$ cat config.mk
export PLATFORM = sky130hd
export DESIGN_NAME = codec_device_flat
export DESIGN_NICKNAME = d
export VERILOG_FILES = /design/src/codec_pkg.sv /design/src/codec_link_if.sv /design/src/mix_atten.sv /design/src/codec_device.sv /design/src/flat_wrapper.sv
export SDC_FILE = /design/constraint.sdc
export NUM_CORES = 1
export LEC_CHECK = 0
export ABC_CLOCK_PERIOD_IN_PS = 13100
export BUFFER_PORTS_ARGS = -buffer_cell sky130_fd_sc_hd__buf_2
export CORE_MARGIN = 2
export CORE_UTILIZATION = 62
export CTS_BUF_LIST = sky130_fd_sc_hd__clkbuf_8
export DETAILED_ROUTE_END_ITERATION = 7
export PLACE_DENSITY = 0.82
export SLEW_MARGIN = 20
export SYNTH_ARGS = -nofsm -noshare
export SYNTH_HDL_FRONTEND = slang
export SYNTH_HIERARCHICAL = 1
export SYNTH_SLANG_ARGS = --single-unit
$ cat constraint.sdc
create_clock -name sys_clk -period 13.1 [get_ports sys_clk]
set_input_delay 0.655 -clock sys_clk [delete_from_list [all_inputs] [get_ports sys_clk]]
set_output_delay 0.655 -clock sys_clk [all_outputs]
set_load 0.03 [all_outputs]
$ cat src/codec_pkg.sv
// Shared constants for the codec count/status register bank and its host controller
package codec_pkg;
   // Indexed register offsets
   localparam logic [3:0] IDX_PIN_CTRL   = 4'ha;
   localparam logic [3:0] IDX_FAULT_STAT = 4'hb;
   localparam logic [3:0] IDX_REVISION   = 4'hc;
   localparam logic [3:0] IDX_MIX_CTRL   = 4'hd;
   localparam logic [3:0] IDX_COUNT_HIGH = 4'he;
   localparam logic [3:0] IDX_COUNT_LOW  = 4'hf;
   // Field positions
   localparam int PIN_GATE_BIT   = 1;
   localparam int PIN_EXT_LO     = 6;
   localparam int MIX_ON_BIT     = 0;
   localparam int MIX_ATT_LO     = 2;
   localparam int STAT_INT_BIT   = 0;
   localparam int STAT_FAULT_BIT = 4;
   localparam logic [7:0] PIN_WRITABLE_MASK = 8'hc2;
   // Reset values
   localparam logic [7:0] PIN_CTRL_RST  = 8'h00;
   localparam logic [7:0] MIX_CTRL_RST  = 8'h00;
   localparam logic [7:0] COUNT_RST     = 8'h00;
   localparam logic [3:0] REVISION_DEF  = 4'h3;
   // Sample periods that calib_busy stays high after leaving mode change
   localparam logic [7:0] CALIB_TAIL_PERIODS = 8'h80;
   // Midscale for twos-complement samples
   localparam logic [15:0] MIDSCALE = 16'h0000;
   // Attenuation mantissas, Q8: 0, -1.5, -3, -4.5 dB
   localparam logic [8:0] ATT_M0 = 9'h100;
   localparam logic [8:0] ATT_M1 = 9'h0d7;
   localparam logic [8:0] ATT_M2 = 9'h0b5;
   localparam logic [8:0] ATT_M3 = 9'h099;
   localparam int ATT_FRAC_BITS  = 8;
   // Host controller Avalon byte offsets
   localparam logic [4:0] HOFS_IDX_WRITE = 5'h00;
   localparam logic [4:0] HOFS_IDX_READ  = 5'h04;
   localparam logic [4:0] HOFS_STATUS    = 5'h08;
   localparam logic [4:0] HOFS_PLAY      = 5'h0c;
   localparam logic [4:0] HOFS_CAPTURE   = 5'h10;
   localparam logic [4:0] HOFS_COUNT     = 5'h14;
   localparam logic [4:0] HOFS_PINS      = 5'h18;
endpackage

$ cat src/codec_link_if.sv
// Link between the codec register bank and the host controller
`timescale 1ns/1ps
interface codec_link_if;
   logic [3:0]  index_select;
   logic        status_sel;
   logic        reg_wr;
   logic        reg_rd;
   logic [7:0]  reg_wdata;
   logic [7:0]  reg_rdata;
   logic        play_wr;
   logic [15:0] play_data;
   logic        cap_rd;
   logic [15:0] cap_data;
   logic        play_request_pin;
   logic        cap_request_pin;
   logic        irq_pin;

   modport device (
      input  index_select, status_sel, reg_wr, reg_rd, reg_wdata, play_wr, play_data, cap_rd,
      output reg_rdata, cap_data, play_request_pin, cap_request_pin, irq_pin
   );
   modport host (
      output index_select, status_sel, reg_wr, reg_rd, reg_wdata, play_wr, play_data, cap_rd,
      input  reg_rdata, cap_data, play_request_pin, cap_request_pin, irq_pin
   );
endinterface

$ cat src/mix_atten.sv
// Capture-to-playback mix attenuator, 1.5 dB per code step
`timescale 1ns/1ps
module mix_atten #(
   parameter int W = 16
) (
   input  wire logic signed [W-1:0] sample_in,
   input  wire logic [5:0]          code,
   output logic signed [W-1:0]      sample_out
);
   logic [8:0]              mant;
   logic signed [W+9:0]     prod;
   logic signed [W+9:0]     shifted;

   // Two low bits pick the fractional step, the upper four a 6 dB shift
   always_comb begin
      case (code[1:0])
         2'h0:    mant = codec_pkg::ATT_M0;
         2'h1:    mant = codec_pkg::ATT_M1;
         2'h2:    mant = codec_pkg::ATT_M2;
         default: mant = codec_pkg::ATT_M3;
      endcase
      prod       = sample_in * $signed({1'b0, mant});
      shifted    = prod >>> (codec_pkg::ATT_FRAC_BITS + int'(code[5:2]));
      sample_out = shifted[W-1:0];
   end
endmodule

$ cat src/codec_device.sv
// Codec register bank: pin control, fault status, revision, mix and sample counter
//
// Behaviour
// - ext_ctrl_pins follow their control bits
// - irq_pin_gate gates counter interrupt onto pin
// - range levels per channel updated each sample
// - request_active_flag is OR of request pins
// - calib_busy during calibration or 128 periods after mode change ends
// - playback underrun flags and sends midscale
// - capture overrun flags, keeps old, drops new
// - any_sample_fault equals overrun OR underrun
// - read-only revision field, writes ignored
// - mix_on adds attenuated capture into playback
// - overrun mixes held sample, underrun mixes zero
// - mix attenuation 1.5 dB per step
// - low byte first, high write loads counter
// - count down to zero, then interrupt and reload
// - decrement only when enabled and not blocked
// - flag sets regardless of gate; pin follows flag while the gate bit is set
// - status write clears the interrupt flag
// - base bytes read back, current count hidden
// - host serves each sample within one period
// - PIO and DMA per direction independently
// - status, base bytes, mix bits reset zero
// - host writes zeros to reserved pin bits
`timescale 1ns/1ps
module codec_device #(
   parameter int         W        = 16,
   parameter logic [3:0] REVISION = codec_pkg::REVISION_DEF // Arbitrary value
) (
   input  wire logic          sys_clk,
   input  wire logic          nrst,
   codec_link_if.device       link,
   input  wire logic          sample_tick,
   input  wire logic          playback_on,
   input  wire logic          capture_on,
   input  wire logic          play_prog_io,
   input  wire logic          cap_prog_io,
   input  wire logic          request_block_bit,
   input  wire logic          mode_change_state,
   input  wire logic          calib_run,
   input  wire logic [1:0]    left_level,
   input  wire logic [1:0]    right_level,
   input  wire logic [W-1:0]  adc_sample,
   output logic [1:0]         ext_ctrl_pins,
   output logic [W-1:0]       dac_sample
);
   logic [7:0]   pin_ctrl_r, mix_ctrl_r, base_low_r, base_high_r, calib_cnt_r, rdata_r;
   logic [15:0]  cur_count_r;
   logic         int_flag_r, int_flag_nxt, underflow, count_en, irq_r, wr_idx, mc_prev_r;
   logic [1:0]   left_range_level, right_range_level;
   logic         playback_underrun, capture_overrun, any_sample_fault, request_active_flag, calib_busy;
   logic [W-1:0] play_buf_r, cap_buf_r, dac_r;
   logic         play_full_r, cap_full_r, play_req_r, cap_req_r;
   logic signed [W-1:0] mix_src, mix_att, play_src;
   logic signed [W:0]   mix_sum;

   assign wr_idx = link.reg_wr && !link.status_sel;

   // Software-written control bytes; reserved pin bits never store
   always_ff @(posedge sys_clk or negedge nrst) begin
      if (!nrst) begin
         pin_ctrl_r <= codec_pkg::PIN_CTRL_RST;
         mix_ctrl_r <= codec_pkg::MIX_CTRL_RST;
      end else if (wr_idx) begin
         if (link.index_select == codec_pkg::IDX_PIN_CTRL)
            pin_ctrl_r <= link.reg_wdata & codec_pkg::PIN_WRITABLE_MASK;
         if (link.index_select == codec_pkg::IDX_MIX_CTRL)
            mix_ctrl_r <= {link.reg_wdata[7:2], 1'b0, link.reg_wdata[0]};
      end
   end

   // Base count bytes; the high byte write commits both to the counter
   always_ff @(posedge sys_clk or negedge nrst) begin
      if (!nrst) begin
         base_low_r  <= codec_pkg::COUNT_RST;
         base_high_r <= codec_pkg::COUNT_RST;
      end else if (wr_idx) begin
         if (link.index_select == codec_pkg::IDX_COUNT_LOW)
            base_low_r <= link.reg_wdata;
         if (link.index_select == codec_pkg::IDX_COUNT_HIGH)
            base_high_r <= link.reg_wdata;
      end
   end

   // Counter runs only when a direction is on and not blocked by a pending flag
   assign count_en  = sample_tick && (playback_on || capture_on)
                      && (!request_block_bit || !int_flag_r);
   assign underflow = count_en && (cur_count_r == 16'h0000);

   always_ff @(posedge sys_clk or negedge nrst) begin
      if (!nrst) begin
         cur_count_r <= 16'h0000;
      end else if (wr_idx && link.index_select == codec_pkg::IDX_COUNT_HIGH) begin
         cur_count_r <= {link.reg_wdata, base_low_r};
      end else if (underflow) begin
         cur_count_r <= {base_high_r, base_low_r};
      end else if (count_en) begin
         cur_count_r <= cur_count_r - 16'h0001;
      end
   end

   // Underflow sets the flag even with the pin gated; set beats a clearing write
   always_comb begin
      int_flag_nxt = int_flag_r;
      if (link.reg_wr && link.status_sel)
         int_flag_nxt = 1'b0;
      if (underflow)
         int_flag_nxt = 1'b1;
   end

   always_ff @(posedge sys_clk or negedge nrst) begin
      if (!nrst) begin
         int_flag_r <= 1'b0;
         irq_r      <= 1'b0;
      end else begin
         int_flag_r <= int_flag_nxt;
         irq_r      <= int_flag_nxt && pin_ctrl_r[codec_pkg::PIN_GATE_BIT];
      end
   end

   // Range levels latched once per sample
   always_ff @(posedge sys_clk or negedge nrst) begin
      if (!nrst) begin
         left_range_level  <= 2'h0;
         right_range_level <= 2'h0;
      end else if (sample_tick) begin
         left_range_level  <= left_level;
         right_range_level <= right_level;
      end
   end

   // Playback single-sample buffer; a host write wins over the tick that drains it
   always_ff @(posedge sys_clk or negedge nrst) begin
      if (!nrst) begin
         play_buf_r        <= codec_pkg::MIDSCALE;
         play_full_r       <= 1'b0;
         playback_underrun <= 1'b0;
         play_req_r        <= 1'b0;
      end else begin
         if (sample_tick)
            playback_underrun <= playback_on && !play_full_r;
         if (link.play_wr) begin
            play_buf_r  <= link.play_data;
            play_full_r <= 1'b1;
            play_req_r  <= 1'b0;
         end else if (sample_tick) begin
            play_full_r <= 1'b0;
            play_req_r  <= playback_on && !play_prog_io;
         end
      end
   end

   // Capture single-sample buffer; an unread sample is kept and the new one dropped
   always_ff @(posedge sys_clk or negedge nrst) begin
      if (!nrst) begin
         cap_buf_r       <= codec_pkg::MIDSCALE;
         cap_full_r      <= 1'b0;
         capture_overrun <= 1'b0;
         cap_req_r       <= 1'b0;
      end else begin
         if (sample_tick)
            capture_overrun <= capture_on && cap_full_r && !link.cap_rd;
         if (sample_tick && capture_on && (!cap_full_r || link.cap_rd)) begin
            cap_buf_r  <= adc_sample;
            cap_full_r <= 1'b1;
            cap_req_r  <= !cap_prog_io;
         end else if (link.cap_rd) begin
            cap_full_r <= 1'b0;
            cap_req_r  <= 1'b0;
         end
      end
   end

   // Mix path: overrun reuses the held sample, underrun plays midscale
   always_comb begin
      mix_src = (capture_on && cap_full_r && !link.cap_rd) ? signed'(cap_buf_r)
                                                           : signed'(adc_sample);
      if (playback_on && !play_full_r)
         play_src = signed'(codec_pkg::MIDSCALE);
      else if (playback_on)
         play_src = signed'(play_buf_r);
      else
         play_src = signed'(codec_pkg::MIDSCALE);
      if (mix_ctrl_r[codec_pkg::MIX_ON_BIT])
         mix_sum = {play_src[W-1], play_src} + {mix_att[W-1], mix_att};
      else
         mix_sum = {play_src[W-1], play_src};
   end

   mix_atten #(
      .W(W)
   ) u_atten (
      .sample_in (mix_src),
      .code      (mix_ctrl_r[7:codec_pkg::MIX_ATT_LO]),
      .sample_out(mix_att)
   );

   // Converter output updates per sample, saturated so the mix cannot wrap
   always_ff @(posedge sys_clk or negedge nrst) begin
      if (!nrst)
         dac_r <= codec_pkg::MIDSCALE;
      else if (sample_tick) begin
         if (mix_sum[W] != mix_sum[W-1])
            dac_r <= mix_sum[W] ? {1'b1, {(W-1){1'b0}}} : {1'b0, {(W-1){1'b1}}};
         else
            dac_r <= mix_sum[W-1:0];
      end
   end

   // Calibration tail counted in sample periods after mode change ends
   always_ff @(posedge sys_clk or negedge nrst) begin
      if (!nrst) begin
         mc_prev_r   <= 1'b0;
         calib_cnt_r <= 8'h00;
      end else begin
         mc_prev_r <= mode_change_state;
         if (mc_prev_r && !mode_change_state)
            calib_cnt_r <= codec_pkg::CALIB_TAIL_PERIODS;
         else if (sample_tick && calib_cnt_r != 8'h00)
            calib_cnt_r <= calib_cnt_r - 8'h01;
      end
   end

   assign calib_busy          = calib_run || (calib_cnt_r != 8'h00);
   assign request_active_flag = play_req_r || cap_req_r;
   assign any_sample_fault    = capture_overrun || playback_underrun;

   // Read data registered one cycle after the read strobe
   always_ff @(posedge sys_clk or negedge nrst) begin
      if (!nrst)
         rdata_r <= 8'h00;
      else if (link.reg_rd) begin
         if (link.status_sel)
            rdata_r <= 8'(({7'h00, int_flag_r} << codec_pkg::STAT_INT_BIT)
                        | ({7'h00, any_sample_fault} << codec_pkg::STAT_FAULT_BIT));
         else begin
            case (link.index_select)
               codec_pkg::IDX_PIN_CTRL:   rdata_r <= pin_ctrl_r;
               codec_pkg::IDX_FAULT_STAT: rdata_r <= {capture_overrun, playback_underrun, calib_busy,
                                                      request_active_flag, right_range_level,
                                                      left_range_level};
               codec_pkg::IDX_REVISION:   rdata_r <= {4'h0, REVISION};
               codec_pkg::IDX_MIX_CTRL:   rdata_r <= mix_ctrl_r;
               codec_pkg::IDX_COUNT_HIGH: rdata_r <= base_high_r;
               codec_pkg::IDX_COUNT_LOW:  rdata_r <= base_low_r;
               default:                   rdata_r <= 8'h00;
            endcase
         end
      end
   end

   assign link.reg_rdata        = rdata_r;
   assign link.cap_data         = cap_buf_r;
   assign link.play_request_pin = play_req_r;
   assign link.cap_request_pin  = cap_req_r;
   assign link.irq_pin          = irq_r;
   assign ext_ctrl_pins         = pin_ctrl_r[codec_pkg::PIN_EXT_LO +: 2];
   assign dac_sample            = dac_r;
endmodule

$ cat src/flat_wrapper.sv
// flat-port wrapper written by rule: the top's interface ports become plain ports
module codec_device_flat 
#(
   parameter int         W        = 16,
   parameter logic [3:0] REVISION = codec_pkg::REVISION_DEF                   
)
  (sys_clk, nrst, sample_tick, playback_on, capture_on, play_prog_io, cap_prog_io, request_block_bit, mode_change_state, calib_run, left_level, right_level, adc_sample, ext_ctrl_pins, dac_sample, link_index_select, link_status_sel, link_reg_wr, link_reg_rd, link_reg_wdata, link_play_wr, link_play_data, link_cap_rd, link_reg_rdata, link_cap_data, link_play_request_pin, link_cap_request_pin, link_irq_pin);
  codec_link_if link_i ();
  input  wire logic sys_clk;
  input  wire logic nrst;
  input  wire logic sample_tick;
  input  wire logic playback_on;
  input  wire logic capture_on;
  input  wire logic play_prog_io;
  input  wire logic cap_prog_io;
  input  wire logic request_block_bit;
  input  wire logic mode_change_state;
  input  wire logic calib_run;
  input  wire logic [1:0] left_level;
  input  wire logic [1:0] right_level;
  input  wire logic [W-1:0] adc_sample;
  output logic [1:0] ext_ctrl_pins;
  output logic [W-1:0] dac_sample;
  input wire logic [$bits(link_i.index_select)-1:0] link_index_select;
  input wire logic [$bits(link_i.status_sel)-1:0] link_status_sel;
  input wire logic [$bits(link_i.reg_wr)-1:0] link_reg_wr;
  input wire logic [$bits(link_i.reg_rd)-1:0] link_reg_rd;
  input wire logic [$bits(link_i.reg_wdata)-1:0] link_reg_wdata;
  input wire logic [$bits(link_i.play_wr)-1:0] link_play_wr;
  input wire logic [$bits(link_i.play_data)-1:0] link_play_data;
  input wire logic [$bits(link_i.cap_rd)-1:0] link_cap_rd;
  output wire logic [$bits(link_i.reg_rdata)-1:0] link_reg_rdata;
  output wire logic [$bits(link_i.cap_data)-1:0] link_cap_data;
  output wire logic [$bits(link_i.play_request_pin)-1:0] link_play_request_pin;
  output wire logic [$bits(link_i.cap_request_pin)-1:0] link_cap_request_pin;
  output wire logic [$bits(link_i.irq_pin)-1:0] link_irq_pin;
  assign link_i.index_select = link_index_select;
  assign link_i.status_sel = link_status_sel;
  assign link_i.reg_wr = link_reg_wr;
  assign link_i.reg_rd = link_reg_rd;
  assign link_i.reg_wdata = link_reg_wdata;
  assign link_i.play_wr = link_play_wr;
  assign link_i.play_data = link_play_data;
  assign link_i.cap_rd = link_cap_rd;
  assign link_reg_rdata = link_i.reg_rdata;
  assign link_cap_data = link_i.cap_data;
  assign link_play_request_pin = link_i.play_request_pin;
  assign link_cap_request_pin = link_i.cap_request_pin;
  assign link_irq_pin = link_i.irq_pin;
  codec_device #(.W(W), .REVISION(REVISION)) u_core (.sys_clk(sys_clk), .nrst(nrst), .link(link_i), .sample_tick(sample_tick), .playback_on(playback_on), .capture_on(capture_on), .play_prog_io(play_prog_io), .cap_prog_io(cap_prog_io), .request_block_bit(request_block_bit), .mode_change_state(mode_change_state), .calib_run(calib_run), .left_level(left_level), .right_level(right_level), .adc_sample(adc_sample), .ext_ctrl_pins(ext_ctrl_pins), .dac_sample(dac_sample));
endmodule
# After elaboration in Yosys (flattened, before gate mapping)
# Index checks and enable logic that the tools add are counted.
# W data, S select, Z words.
# totals
ff_bits	119
in_bits	63
out_inout_bits	45
wordCells	101
# classes
n_addsub	4
multipliers	1
n_eq_ne	9
n_shift	1
n_mux	23
bitwise_logic	1
n_reduce_logical	41
# ops
op	count
$mux W16	8
$pmux W8 S6	1
$pmux W9 S3	1
$mul A16 B10 Y26	1
$sshr A26 B5 Y16	1
$eq A4 B4 Y1 const B	6
$mux W8	3
$add A16 B16 Y17	1
$mux W17	1
$logic_not A16 Y1	1
$sub A16 B1 Y16 const B	1
$logic_and A1 B1 Y1	15
$logic_not A1 Y1	9
$mux W1	9
$reduce_and A2 Y1	4
$reduce_bool A8 Y1	1
$sub A8 B1 Y8 const B	1
$logic_or A1 B1 Y1	6
$reduce_bool A2 Y1	3
$add A4 B4 Y5 const A	1
$or A1 B5 Y5	1
$reduce_bool A3 Y1	1
$eq A2 B1 Y1 const B	1
$eq A2 B2 Y1 const B	1
other kinds (2)	2

# Depth between registers and ports, before layout
# depth
depth_word	9
mapped_depth	36
mapped_depth_nobuf	34

# By module
# The synthesis kept the hierarchy.
# modules_own_cells
module	n_inst	cells_each	area_each_um2
codec_device	1	650	6641.4
mix_atten	1	764	6353.6

# Worst setup path before layout
# OpenSTA, ideal clock, no wires.
# synth_timing
path_kind	input-to-reg
start	input port link_cap_rd
end	register u_core.dac_r[10] (netlist: u_core/dac_sample[10])
setup_ns	0.078
arrival_ns	8.484
path_slack_ns	4.538
stages	34
path_buffers	1
path_cell_list	nor2b_1 nand2_1 mux2_2 nand2b_1 inv_2 fa_1 inv_1 fa_1 inv_1 fa_1 fa_1 inv_1 fa_1 inv_1 ha_1 and3_1 o211ai_1 a31oi_1 a311oi_2 xnor2_2 o22ai_1 a211o_1 o2111a_1 a21oi_1 inv_1 fa_1 nand2b_1 a21o_1 a211oi_2 o221ai_1 mux2i_4 buf_4 a211oi_1 o2bb2ai_1
# synth_via
elab_chain_cells	9
word_cells_on_any_way	10
cone_classes	add/sub: 1; mul: 1; eq/ne: 1; shift: 1; mux: 4; reduce/logical: 2
# synth_rtl
element	line	text
start, declared	flat_wrapper.sv:31	input wire logic [$bits(link_i.cap_rd)-1:0] link_cap_rd;
$logic_not A1 Y1 *	codec_device.sv:177	mix_src = (capture_on && cap_full_r && !link.cap_rd) ? signed'(cap_buf_r)
$logic_and A1 B1 Y1 *	codec_device.sv:177	
$mux W16 *	codec_device.sv:177	
via u_core.mix_src[15]	codec_device.sv:55	logic signed [W-1:0] mix_src, mix_att, play_src;
$mul A16 B10 Y26 *	mix_atten.sv:22	prod = sample_in * $signed({1'b0, mant});
$sshr A26 B5 Y16 *	mix_atten.sv:23	shifted = prod >>> (codec_pkg::ATT_FRAC_BITS + int'(code[5:2]));
via u_core.mix_att[1]	codec_device.sv:55	
$add A16 B16 Y17 *	codec_device.sv:186	mix_sum = {play_src[W-1], play_src} + {mix_att[W-1], mix_att};
$mux W17 *	codec_device.sv:185	if (mix_ctrl_r[codec_pkg::MIX_ON_BIT])
$mux W16 or $ne A1 B1 Y1 (tied branches)	codec_device.sv:205, codec_device.sv:204	
$mux W16 *	codec_device.sv:204	if (mix_sum[W] != mix_sum[W-1])
end signal, assigned	codec_device.sv:202	dac_r <= codec_pkg::MIDSCALE;
end signal, assigned	codec_device.sv:205	dac_r <= mix_sum[W] ? {1'b1, {(W-1){1'b0}}} : {1'b0, {(W-1){1'b1}}};
end signal, assigned	codec_device.sv:207	dac_r <= mix_sum[W-1:0];
end, declared	codec_device.sv:53	logic [W-1:0] play_buf_r, cap_buf_r, dac_r;
# The timed path passes the listed nets; every way through them passes the cells marked *.
# A chain may end at the register's enable or synchronous reset.

# Final worst setup path
# layout_timing
start	register u_core.cap_full_r
end	register u_core.dac_r[12] (netlist: u_core/dac_sample[12])
# layout_via
elab_chain_cells	9
word_cells_on_any_way	10
cone_classes	add/sub: 1; mul: 1; eq/ne: 1; shift: 1; mux: 4; reduce/logical: 2
# layout_rtl
element	line	text
start, declared	codec_device.sv:54	logic play_full_r, cap_full_r, play_req_r, cap_req_r;
start signal, assigned	codec_device.sv:158	cap_full_r <= 1'b0;
start signal, assigned	codec_device.sv:166	cap_full_r <= 1'b1;
start signal, assigned	codec_device.sv:169	cap_full_r <= 1'b0;
$logic_and A1 B1 Y1 * (2 in a row)	codec_device.sv:177	
$mux W16 *	codec_device.sv:177	
via u_core.mix_src[15]	codec_device.sv:55	
$mul A16 B10 Y26 *	mix_atten.sv:22	
$sshr A26 B5 Y16 *	mix_atten.sv:23	
via u_core.mix_att[1]	codec_device.sv:55	
$add A16 B16 Y17 *	codec_device.sv:186	
$mux W17 *	codec_device.sv:185	
$mux W16 or $ne A1 B1 Y1 (tied branches)	codec_device.sv:205, codec_device.sv:204	
$mux W16 *	codec_device.sv:204	
# Marks and branches as above.

==> out/results.txt <==
Leaving out fill and tap cells, the most frequent cell in the layout is sky130_fd_sc_hd__inv_1. STA classifies the critical path startpoint as a flip-flop. Number of register bits inferred by synthesis: 119. The floorplan step set the die width to 149 microns. In the routed design, unresolved DRC markers number 0. Post-CTS repair changed the size of 0 cells. After synthesis, the share of flip-flops with an asynchronous set or reset is 100%. For the worst flop-to-flop path, the logic depth is 33. During placement, the flow inserted port buffers numbering 107. The global-route wire length before repair came out at 54.6 mm. TritonCTS built the clock tree. In the routed layout, each cell is associated on average with a via count of 6.17. The sequential element share of the synthesized area was 22.9%; the number of enable-type register cells in the synthesized netlist was 0. The cell area that synthesis handed to floorplanning was 13000 sq um. The smallest clock period supported by the final layout is computed as 9.62 ns. After global routing the overflow that remains totals 0. Global routing used 31.1% of the available tracks across all layers.

The relative max-transition margin was 34.7%; the worst endpoint data arrival time was 10.00 ns. Together, buffers and inverters on the worst path number 6. The run gives 119 as the number of clock sinks. The post-detailed-route wirelength per cell is 18.7 microns, and the placeable core area is 20400 sq um. The tools report the via count of the first global-routing pass as 11000. In this run the remaining antenna-violating nets after routing total 0. In the synthesized netlist the dominant register cell turns out to be sky130_fd_sc_hd__dfrtp_1. The maximum level of the CTS H-tree is 4, and the accumulated negative setup slack is 0 ns. The startpoint identified for the worst register-to-register timing path is u_core/cap_full_r$_DFFE_PN0P_. The proportion of layout cells with a drive suffix above 1 works out to 17.6%. The number of diodes added for antenna fixing was 0. STA classifies the critical path endpoint as a flip-flop. Biggest fanout along the worst timing path: 17. The run gives 3.48 ns as the register-to-register setup slack. At the pin with the least slew margin, the transition time is 0.980 ns.

The final count of pins violating max slew is 0, and the insertion delay of the later-clocked pin in the worst-skew pair is 0.46 ns. The HPWL after detailed placement is 25.8 mm, and the number of antenna violations at the first check in global routing is 1. Ranked by total cell area, the synthesized netlist is headed by sky130_fd_sc_hd__dfrtp_1, sky130_fd_sc_hd__fa_1, sky130_fd_sc_hd__ha_1.

The worst hold path belongs to the class input port to async pin. The pin count of the biggest net entering global routing was 79; the highest attainable clock frequency was 104 MHz. The number of setup violations in the final report was 0. Cell with the largest stage delay on the worst path: sky130_fd_sc_hd__fa_1. Max-cap violations in this run came to 0. The tools report the number of hold violations in the final report as 0. The number of rows created at floorplan was 52. Yosys mapped the design onto 88 distinct sky130hd cell types. The endpoint of the most critical register-to-register path was u_core/dac_sample[12]$_DFFE_PN0P_. The tools report the vias after detailed routing as 10900. The floorplan step set the die height to 149 microns. For the starting DRC count in detailed routing, the log shows 972. The run gives 2 as the clock tree buffer depth. Of all cell types, the one taking the most synthesized area is sky130_fd_sc_hd__dfrtp_1. Compared with the post-synthesis result, the final layout area differs by 8.25%. The clock slew at the register clock pins of the worst setup and hold paths is 0.09 ns, and the gate count of the mapped netlist is 1414.

In this run the count of I/O pins placed on the die edge is 108. Hold repair after CTS inserted 0 buffers. The first detailed-routing pass took 6 iterations. For the routed wire length, the log shows 33.0 mm. The net total in the final layout was 1747; the number of buffers inserted by post-CTS setup repair was 0. The critical path in this run is classified as flip-flop to flip-flop. Once the floorplan was initialized, standard cells occupied 63.6% of the core.

Data on the critical path is required at its endpoint by 13.48 ns. On the final layout, the worst clock skew is 0.0193 ns. The synthesized area per cell was 9.19 sq um; the number of nets in the synthesized netlist was 1675.

Setup repair after global routing left no endpoint under its margin. The most numerous cell type found on the critical path is sky130_fd_sc_hd__fa_1. Counting the buffers created by CTS gives 17. The floorplan die area is 22100 sq um. The top cell types in the final layout, fill and taps aside, are sky130_fd_sc_hd__inv_1, sky130_fd_sc_hd__nand2_1, sky130_fd_sc_hd__dfrtp_1.

The cell at the root of the clock tree was sky130_fd_sc_hd__clkbuf_8. For the total number of yosys warnings, the log shows 6. The share of synthesized area in the top cell type comes to 22.9%. Among cell families on the critical path, the largest total delay comes from adder cells.

The run finished with clean final reports. Routability-driven placement finished with a final weighted congestion of 0.961. The delay of the slowest cell on the worst path is 0.60 ns. Fraction of the cycle the final worst path needs: 73.4%.
-- metal layers --
metal  GRT usage [%]  routed length [microns]  vias to the layer above  part of all wire, %
met2            51.2                    16100                      402                   49
met5               0                       13                        -                0.039
met3            4.83                     2000                       85                  6.0
met4            10.6                      947                        2                  2.9
met1            42.6                    14000                     5390                   42
li1                -                        -                     5026                    -
-- worst register-to-register path: cells and delay by family, from the launching register on --
| family | cells | cell delay [ns] |
|---|---|---|
| compound gates | 12 | 2.52 |
| xor+xnor | 1 | 0.23 |
| fa+ha+maj | 7 | 3.40 |
| buf+inv | 6 | 0.59 |
| flops | 1 | 0.35 |
| mux | 2 | 0.92 |
| simple gates | 5 | 1.55 |
-- area by class of cell --
cell class	count	area (sq um)
clock buffer	17	234
timing repair buffer	112	576
inverter	166	623
multi-input combinational	1070	9120
fill	1562	6360
clock inverter	14	198
sequential	119	2980
tap	270	338
-- cells by family after synthesis --
| group | after synthesis | synth area share [%] |
|---|---|---|
| AOI/OAI and AO/OA | 305 | 16.0 |
| xor gates and xnor gates | 50 | 3.59 |
| adders and majority gates | 198 | 25.6 |
| buffers and inverters | 225 | 6.93 |
| DFF | 119 | 22.9 |
| muxes | 96 | 8.62 |
| and+or+nand+nor | 421 | 16.3 |
-- synthesized netlist by cell type (14+ instances only) --
cell / n
sky130_fd_sc_hd__a21o_1: 26
sky130_fd_sc_hd__fa_1: 113
sky130_fd_sc_hd__and3_1: 20
sky130_fd_sc_hd__a211oi_1: 24
sky130_fd_sc_hd__nor3_1: 29
sky130_fd_sc_hd__o2bb2ai_1: 16
sky130_fd_sc_hd__o21ai_0: 48
sky130_fd_sc_hd__ha_1: 85
sky130_fd_sc_hd__nor2b_1: 16
sky130_fd_sc_hd__and2_1: 39
sky130_fd_sc_hd__mux2i_1: 14
sky130_fd_sc_hd__xor2_1: 14
sky130_fd_sc_hd__dfrtp_1: 119
sky130_fd_sc_hd__xnor2_1: 33
sky130_fd_sc_hd__inv_1: 164
sky130_fd_sc_hd__nor2_1: 71
sky130_fd_sc_hd__nand3_1: 30
sky130_fd_sc_hd__nand2b_1: 20
sky130_fd_sc_hd__mux2_2: 77
sky130_fd_sc_hd__a21oi_1: 73
sky130_fd_sc_hd__nand2_1: 144
sky130_fd_sc_hd__o211ai_1: 14
sky130_fd_sc_hd__clkbuf_1: 41
-- how the worst max path moves through the flow --
stage / startpoint / end / slack (ns) / cells after the start
after floorplan: link_cap_rd / u_core/dac_sample[10]$_DFFE_PN0P_ / 4.54 / 34
after global placement: link_cap_rd / u_core/dac_sample[2]$_DFFE_PN0P_ / 3.48 / 34
after detailed placement: link_cap_rd / u_core/dac_sample[4]$_DFFE_PN0P_ / 3.16 / 34
after CTS: u_core/cap_full_r$_DFFE_PN0P_ / u_core/dac_sample[12]$_DFFE_PN0P_ / 3.52 / 33
after global routing: u_core/cap_full_r$_DFFE_PN0P_ / u_core/dac_sample[0]$_DFFE_PN0P_ / 2.86 / 34
final: u_core/cap_full_r$_DFFE_PN0P_ / u_core/dac_sample[12]$_DFFE_PN0P_ / 3.48 / 33
-- through the flow --
step                      utilization (%)  cell area (sq um)  hold slack (ns)  cells  setup WS, ns
after CTS                            68.9              14100            0.142   1768          3.52
final                                68.9              14100            0.171   1768          3.48
after detailed placement             66.7              13600            0.474   1737          3.16
after floorplan                         -              13000            0.359   1414          4.54
after global placement               66.7              13600            0.472   1737          3.48
after global routing                 68.9              14100            0.202   1768          2.86
-- sequential cells by signal, indices dropped and copies added, names as in the netlist, 2 cells and up --
| name | count |
|---|---|
| u_core/right_range_level | 2 |
| u_core/dac_sample | 16 |
| u_core/left_range_level | 2 |
| u_core/play_buf_r | 16 |
| u_core/base_high_r | 8 |
| u_core/link.reg_rdata | 8 |
| u_core/cur_count_r | 16 |
| u_core/base_low_r | 8 |
| u_core/mix_ctrl_r | 7 |
| u_core/calib_cnt_r | 8 |
| u_core/link.cap_data | 16 |
| u_core/pin_ctrl_r | 3 |
Power is left out: the tool's default activity adds up to more than one toggle a clock period on the data nets, which glitch-free logic cannot reach.
